==> config.mk <==
export PLATFORM = sky130hd
export DESIGN_NAME = sdlc_top
export DESIGN_NICKNAME = d
export VERILOG_FILES = /design/src/include/sdlc_pkg.sv /design/src/include/sdlc_link_if.sv /design/src/sdlc_sync_bit.sv /design/src/sdlc_sync_edge.sv /design/src/sdlc_top.sv
export SDC_FILE = /design/constraint.sdc
export NUM_CORES = 1
export LEC_CHECK = 0
export BUFFER_PORTS_ARGS = -buffer_cell sky130_fd_sc_hd__buf_2
export CORE_ASPECT_RATIO = 1.4
export CORE_MARGIN = 2
export CORE_UTILIZATION = 60
export CTS_CLUSTER_SIZE = 25
export DETAILED_ROUTE_END_ITERATION = 8
export HOLD_SLACK_MARGIN = 0.08
export PLACE_DENSITY_LB_ADDON = 0.08
export SLEW_MARGIN = 20
export SYNTH_ARGS = -nofsm -noshare
export SYNTH_HDL_FRONTEND = slang
export SYNTH_SLANG_ARGS = --single-unit
==> constraint.sdc <==
create_clock -name clk_i -period 4.35 [get_ports clk_i]
set_clock_uncertainty 0.2 [all_clocks]
set_input_delay 0.87 -clock clk_i [delete_from_list [all_inputs] [get_ports clk_i]]
set_output_delay 0.87 -clock clk_i [all_outputs]
set_load 0.005 [all_outputs]
==> src/include/sdlc_pkg.sv <==
// Purpose: shared constants for the serial dac input latch control block
// Assumes: 20 MHz system clock, serial link sampled by that clock
// Notes:   all codes are 16 bit words, msb first on the link
package sdlc_pkg;
   localparam int unsigned WORD_W      = 16;
   localparam int unsigned CNT_W       = 6;
   localparam logic [15:0] RESET_ZERO  = 16'h0000;
   localparam logic [15:0] RESET_MID   = 16'h8000;
   localparam logic [5:0]  FULL_COUNT  = 6'h10;
   localparam logic [5:0]  COUNT_ZERO  = 6'h00;
   localparam logic [5:0]  COUNT_MAX   = 6'h3f;
   localparam int unsigned SYNC_STAGES = 2;
endpackage

==> src/include/sdlc_link_if.sv <==
// Purpose: synchronised link levels and their edge events between modules
// Assumes: driven by sdlc_sync_edge, read by the top
// Notes:   edges are one-cycle pulses in the system clock domain
interface sdlc_link_if;
   logic sclk_rise;
   logic sclk_fall;
   logic cs_rise;
   logic cs_low;
   logic din;
   logic load_n;
   logic load_fall;
   modport source (output sclk_rise, sclk_fall, cs_rise, cs_low, din,
                   load_n, load_fall);
   modport sink   (input  sclk_rise, sclk_fall, cs_rise, cs_low, din,
                   load_n, load_fall);
endinterface

==> src/sdlc_sync_bit.sv <==
// Purpose: two-flop synchroniser with a third stage for edge finding
// Assumes: input is asynchronous to clk_i
// Notes:   the first stage feeds only the second
module sdlc_sync_bit #(
   parameter logic RESET_VAL = 1'b0
) (
   input  wire logic clk_i,
   input  wire logic reset_n_i,
   input  wire logic async_i,
   output logic      level_o,
   output logic      rise_o,
   output logic      fall_o
);
   logic meta_q;
   logic sync_q;
   logic prev_q;

   always_ff @(posedge clk_i) begin
      if (!reset_n_i) begin
         meta_q <= RESET_VAL;
         sync_q <= RESET_VAL;
         prev_q <= RESET_VAL;
      end else begin
         meta_q <= async_i;
         sync_q <= meta_q;
         prev_q <= sync_q;
      end
   end

   assign level_o = sync_q;
   assign rise_o  = sync_q & ~prev_q;
   assign fall_o  = ~sync_q & prev_q;
endmodule // sdlc_sync_bit

==> src/sdlc_sync_edge.sv <==
// Purpose: synchronise the link pins and derive edge events
// Assumes: link clock is far slower than clk_i
// Notes:   adds two clk_i cycles of latency to every pin
module sdlc_sync_edge (
   input  wire logic    clk_i,
   input  wire logic    reset_n_i,
   input  wire logic    sclk_i,
   input  wire logic    cs_n_i,
   input  wire logic    din_i,
   input  wire logic    load_n_i,
   sdlc_link_if.source  link
);
   logic cs_lvl;
   logic cs_fall_unused;
   logic din_rise_unused;
   logic din_fall_unused;
   logic ld_rise_unused;

   sdlc_sync_bit #(.RESET_VAL(1'b0)) u_sclk (
      .clk_i     (clk_i),
      .reset_n_i (reset_n_i),
      .async_i   (sclk_i),
      .level_o   (),
      .rise_o    (link.sclk_rise),
      .fall_o    (link.sclk_fall)
   );
   sdlc_sync_bit #(.RESET_VAL(1'b1)) u_cs (
      .clk_i     (clk_i),
      .reset_n_i (reset_n_i),
      .async_i   (cs_n_i),
      .level_o   (cs_lvl),
      .rise_o    (link.cs_rise),
      .fall_o    (cs_fall_unused)
   );
   sdlc_sync_bit #(.RESET_VAL(1'b0)) u_din (
      .clk_i     (clk_i),
      .reset_n_i (reset_n_i),
      .async_i   (din_i),
      .level_o   (link.din),
      .rise_o    (din_rise_unused),
      .fall_o    (din_fall_unused)
   );
   sdlc_sync_bit #(.RESET_VAL(1'b1)) u_ld (
      .clk_i     (clk_i),
      .reset_n_i (reset_n_i),
      .async_i   (load_n_i),
      .level_o   (link.load_n),
      .rise_o    (ld_rise_unused),
      .fall_o    (link.load_fall)
   );

   assign link.cs_low = ~cs_lvl;
endmodule // sdlc_sync_edge

==> src/sdlc_top.sv <==
// Purpose: serial front end and double-buffered code store of a 16 bit dac
// Assumes: link pins asynchronous to clk_i, link clock well below clk_i/6
// Notes:   hardware reset is the synchronous reset_n_i of this block
// Behaviour
// power-on loads registers with selected reset value
// reset value 0000h low, 8000h high select
// reset held low keeps registers at reset
// host keeps load high through twos-complement reset
// power-down leaves input register and latch unchanged
// link keeps working in power-down
// input register loads only on valid frame
// load high holds dac latch
// load low makes latch follow input register
// load low updates latch right after frame
// load high writes input only; fall copies
// bits accepted only while chip-select low
// bits sampled on rising serial clock edges
// frames under sixteen bits are discarded
// longer frames keep the last sixteen bits
// host raises chip-select after sixteenth rising edge
// stand-alone mode shifts out old input register
// stand-alone extra clocks give zeros out
// host ignores readback of short frames
// daisy-chain overflow bits leave on serial out
// serial out changes on falling serial clock
// host gives sixteen clocks per chained device
// chip-select rise loads input, stops shifting
// latch code and power-down driven to core
module sdlc_top (
   input  wire logic        clk_i,
   input  wire logic        reset_n_i,
   input  wire logic        sclk_i,
   input  wire logic        cs_n_i,
   input  wire logic        din_i,
   input  wire logic        latch_load_n_i,
   input  wire logic        reset_value_select_i,
   input  wire logic        input_format_select_i,
   input  wire logic        readout_mode_select_i,
   input  wire logic        power_down_pin_i,
   output logic             serial_out_o,
   output logic [15:0]      dac_code_o,
   output logic             power_down_o,
   output logic [15:0]      input_reg_o
);
   sdlc_link_if link ();

   // the strap pins are levels from outside: two flops each
   logic       rsel_m_q, rsel_q;
   logic       mode_m_q, mode_q;
   logic       pd_m_q, pd_q;
   logic       fmt_m_q, fmt_q;

   logic [15:0] shift_q, shift_d;
   logic [15:0] inreg_q, inreg_d;
   logic [15:0] latch_q, latch_d;
   logic [15:0] rdbk_q, rdbk_d;
   logic [5:0]  count_q, count_d;
   logic        sdo_q, sdo_d;
   logic        pdo_q;
   logic        dout_q, dout_d;
   logic [1:0]  rst_cnt_q;
   logic        rst_done_q;

   sdlc_sync_edge u_sync (
      .clk_i     (clk_i),
      .reset_n_i (reset_n_i),
      .sclk_i    (sclk_i),
      .cs_n_i    (cs_n_i),
      .din_i     (din_i),
      .load_n_i  (latch_load_n_i),
      .link      (link.source)
   );

   // no reset: the strap has to choose the code while reset is held
   always_ff @(posedge clk_i) begin
      rsel_m_q <= reset_value_select_i;
      rsel_q   <= rsel_m_q;
   end

   always_ff @(posedge clk_i) begin
      if (!reset_n_i) begin
         mode_m_q <= 1'b1;
         mode_q   <= 1'b1;
         pd_m_q   <= 1'b0;
         pd_q     <= 1'b0;
         fmt_m_q  <= 1'b1;
         fmt_q    <= 1'b1;
      end else begin
         mode_m_q <= readout_mode_select_i;
         mode_q   <= mode_m_q;
         pd_m_q   <= power_down_pin_i;
         pd_q     <= pd_m_q;
         fmt_m_q  <= input_format_select_i;
         fmt_q    <= fmt_m_q;
      end
   end

   // reset value chosen by the strap; same code in both formats
   wire [15:0] reset_code = rsel_q ? sdlc_pkg::RESET_MID
                                   : sdlc_pkg::RESET_ZERO;

   wire shift_en  = link.cs_low & link.sclk_rise;
   wire shift_msb = shift_q[15];
   wire frame_ok = link.cs_rise & (count_q >= sdlc_pkg::FULL_COUNT);
   wire cnt_sat  = (count_q == sdlc_pkg::COUNT_MAX);
   wire past_16  = (count_q >= sdlc_pkg::FULL_COUNT);

   // the next input register value, so the latch can follow in step
   wire [15:0] inreg_nx = frame_ok ? shift_q : inreg_q;

   always_comb begin
      shift_d = shift_q;
      count_d = count_q;
      rdbk_d  = rdbk_q;
      dout_d  = dout_q;
      if (shift_en) begin
         shift_d = {shift_q[14:0], link.din};
         count_d = cnt_sat ? count_q : count_q + 6'h01;
         // readback copy moves in step; zeros fill behind it
         rdbk_d  = {rdbk_q[14:0], 1'b0};
         // bit that leaves with this rising edge, shown at next fall
         dout_d  = mode_q ? rdbk_q[15] : shift_msb;
      end
      if (link.cs_rise) begin
         count_d = sdlc_pkg::COUNT_ZERO;
         rdbk_d  = inreg_nx;
      end
   end

   // latch transparent while load low, held while high
   assign latch_d = link.load_n ? latch_q
                                : inreg_nx;
   assign inreg_d = inreg_nx;

   // serial out only moves on a falling serial clock edge
   assign sdo_d = link.sclk_fall ? dout_q : sdo_q;

   always_ff @(posedge clk_i) begin
      // reset and the settle window both hold the strap's code
      if (!reset_n_i || !rst_done_q) begin
         inreg_q <= reset_code;
         latch_q <= reset_code;
      end else begin
         inreg_q <= inreg_d;
         latch_q <= latch_d;
      end
   end

   // strap is sampled only once its synchroniser has settled
   always_ff @(posedge clk_i) begin
      if (!reset_n_i) begin
         rst_cnt_q  <= 2'h0;
         rst_done_q <= 1'b0;
      end else begin
         rst_cnt_q  <= (rst_cnt_q == 2'h3) ? rst_cnt_q : rst_cnt_q + 2'h1;
         rst_done_q <= (rst_cnt_q == 2'h3);
      end
   end

   always_ff @(posedge clk_i) begin
      if (!reset_n_i) begin
         shift_q <= sdlc_pkg::RESET_ZERO;
         count_q <= sdlc_pkg::COUNT_ZERO;
         rdbk_q  <= sdlc_pkg::RESET_ZERO;
         dout_q  <= 1'b0;
         sdo_q   <= 1'b0;
         pdo_q   <= 1'b0;
      end else begin
         shift_q <= shift_d;
         count_q <= count_d;
         rdbk_q  <= rst_done_q ? rdbk_d : reset_code;
         dout_q  <= dout_d;
         sdo_q   <= sdo_d;
         pdo_q   <= pd_q;
      end
   end

   assign serial_out_o = sdo_q;
   assign dac_code_o   = latch_q;
   assign power_down_o = pdo_q;
   assign input_reg_o  = inreg_q;
endmodule // sdlc_top

==> results.py <==
metrics = {
    "grt": {
        "grt_max_degree": 43,
        "grt_util_all_layers": 0.2174,
        "grt_pass1_wl_um": 10220,
        "antenna_found_initial": 0,
        "first_global_vias": 2332,
        "grt-ovfl-total": 0,
    },
    "clock_network": {
        "cts_root_buffer": "clkbuf_8",
        "htreeDepth": 3,
        "cts_made_buffers": 9,
        "cts_sinks": 92,
        "cts_hold_buf": 0,
        "clk_latency_ns": 0.35,
        "clk_pin_slew_ns": 0.08,
        "cts_tree": "yes",
        "postCtsSetupRepairBufs": 0,
        "cts_max_path_buffers": 2,
        "cts_resized": 0,
    },
    "yosys": {
        "avgSynthCellArea_um2": 9.779,
        "synth_seq_area_share": 0.5816,
        "synth_seq_cells": 92,
        "synth_commonest_cells": "nand2_1 (97), dfxtp_1 (76), nor2b_1 (18)",
        "async_flop_share": 0,
        "synth_area_leader_cell": "dfxtp_1",
        "syn_nets": 364,
        "yosysWarnings": 0,
        "synthTopCellsByArea": "dfxtp_1 (44%), edfxtp_1 (14%), nand2_1 (11%)",
        "syn-instance-count": 352,
        "ys.flop_type": "dfxtp_1",
        "netlist.area_leader.share": 0.4420,
        "synth.most_common_cell": "nand2_1",
        "synth_edf_count": 16,
        "netlist_area_um2": 3442,
        "yosysUniqueCellTypes": 36,
    },
    "cells_and_area": {
        "drive_above_1_share": 0.1739,
        "finalNonFillerCells": 459,
        "syn_to_final_growth_pct": 13.63,
        "nets": 398,
        "n_antenna_cell": 0,
        "fin_area_um2": 3911,
        "multi_input_comb_area_um2": 1345,
        "seq_area_um2": 2002,
        "num-fill-cells": 433,
    },
    "job": {
        "drv_cap": 0,
    },
    "placed_design": {
        "dp_cells": 443,
        "hpwl_um": 4018,
        "place_congestion": 0.7213,
        "pre_cts_ws_ns": 1.428,
        "place_area_um2": 3671,
        "io_buffers": 42,
    },
    "setup_path": {
        "cp_top_family": "simple AND/OR/NAND/NOR gates",
        "crit_path_end_kind": "flip-flop",
        "worst-endpoint-required_ns": 3.99,
        "crit_arrival_ns": 2.15,
        "r2r_cells": 5,
        "crit_chain": "buf_2 > nand3_1",
        "r2r_start": "u_sync.u_cs.level_o$_SDFF_PN1_",
        "cp_slowest_stage_delay_ns": 0.79,
        "worstReg2RegEnd": "dac_code_o[1]$_DFFE_PP_",
        "startpoint": "reset_n_i",
        "start_kind": "input port",
        "crit_type": "in -> reg",
        "path_buf_inv": 1,
        "rrSetupSlack_ns": 2.16,
        "cp_max_fo": 42,
        "cpMaxStageDelayCell": "nand3_1",
        "crit_cells": 2,
        "endpoint": "dac_code_o[15]$_DFFE_PP_",
    },
    "routing": {
        "postRouteAntennaNets": 0,
        "drc_errors": 0,
        "routed_wl_um": 6360,
        "vias_per_cell": 5.501,
        "wire_per_inst_um": 13.86,
        "dr.pass1.iters": 4,
        "drt_iter0_drc": 181,
        "vias": 2525,
    },
    "die": {
        "die_w_um": 68.02,
        "die_h_um": 93.62,
        "num_io_pins": 44,
        "die_area_um2": 6368,
        "coreArea_um2": 5525,
        "rows": 32,
        "start_util": 0.6230,
    },
    "timing": {
        "layout_setup_ws_ns": 1.838,
        "period_share": 0.5775,
        "fmax_mhz": 398.1,
        "maxSlewViolCount": 0,
        "worst_pin_slew_ns": 0.9156,
        "rsz0062_at_grt": "no",
        "hold_viol": 0,
        "slew_headroom": 0.3879,
        "post-route-min-period_ns": 2.512,
        "setup_tns_ns": 0,
        "setup_viol": 0,
    },
    "pwr": {
        "total_power_mw": 1.588,
        "p_leak_nw": 1.465,
        "power_density_nw_per_um2": 406.0,
        "ir_drop_mv": 0.3223,
    },
    "worst_hold_path": {
        "hold_path.class": "reg -> reg",
    },
    "status": {
        "outcome": "finished clean",
    },
}
[where the power goes]
group | switching (mW) | internal (mW)
Combinational | 0.0272 | 0.0241
Clock | 0.278 | 0.369
Sequential | 0.00835 | 0.882
Total | 0.313 | 1.27
[worst min-delay path by stage]
stage                           startpoint              to  slack (ns)  cells after the start
final                     rsel_m_q$_DFF_P_  rsel_q$_DFF_P_        0.14                      0
after global routing      rsel_m_q$_DFF_P_  rsel_q$_DFF_P_        0.16                      0
after CTS                 rsel_m_q$_DFF_P_  rsel_q$_DFF_P_        0.15                      0
after detailed placement  rsel_m_q$_DFF_P_  rsel_q$_DFF_P_        0.13                      0
after global placement    rsel_m_q$_DFF_P_  rsel_q$_DFF_P_        0.11                      0
after floorplan           rsel_m_q$_DFF_P_  rsel_q$_DFF_P_        0.11                      0
[routing by layer]
metal  global-route usage  share of wire
met4               0.1017          0.013
met3              0.04934          0.037
met5                    0              0
met2               0.3681           0.53
met1               0.2532           0.42
[cell usage in the layout (no fill, tap or decap), types with 9 or more instances in the layout]
cell type,instances
a211oi_1,15
a21boi_0,16
a21oi_1,17
a311oi_1,14
and2_1,10
buf_2,42
clkbuf_8,12
dfxtp_1,76
edfxtp_1,16
nand2_1,97
nand2b_1,9
nor2b_1,18
[through the flow]
stage               hold WS (ns)    util
floorplan                 0.1096       -
global placement          0.1123  0.6644
detailed placement        0.1261  0.6644
CTS                       0.1450  0.7070
global route              0.1554  0.7079
finish                    0.1438  0.7079
[sequential cells by signal (all words and copies together), names as in the netlist, 2 cells and up]
| signal | flops |
|---|---|
| rdbk_q | 16 |
| count_q | 6 |
| input_reg_o | 16 |
| rst_cnt_q | 2 |
| shift_q | 16 |
| dac_code_o | 16 |
[kinds of logic after synthesis]
logic type	synth area share
flip-flops	0.5816
AND/OR/NAND/NOR	0.2054
buffers and inverters	0.02980
adder cells (fa/ha/maj)	0.007269
multiplexers	0.02072
AO/OA/AOI/OAI	0.1501
XOR/XNOR	0.005090
[area by class of cell]
cell class	instances	share of cell area
clock inverter	4	0.01791
clock buffer	12	0.04223
sequential	92	0.5118
multi-input combinational	236	0.3439
inverter	1	0.0009597
timing repair buffer	46	0.06142
tap	68	0.02175
(Power assumes the default switching activity.)
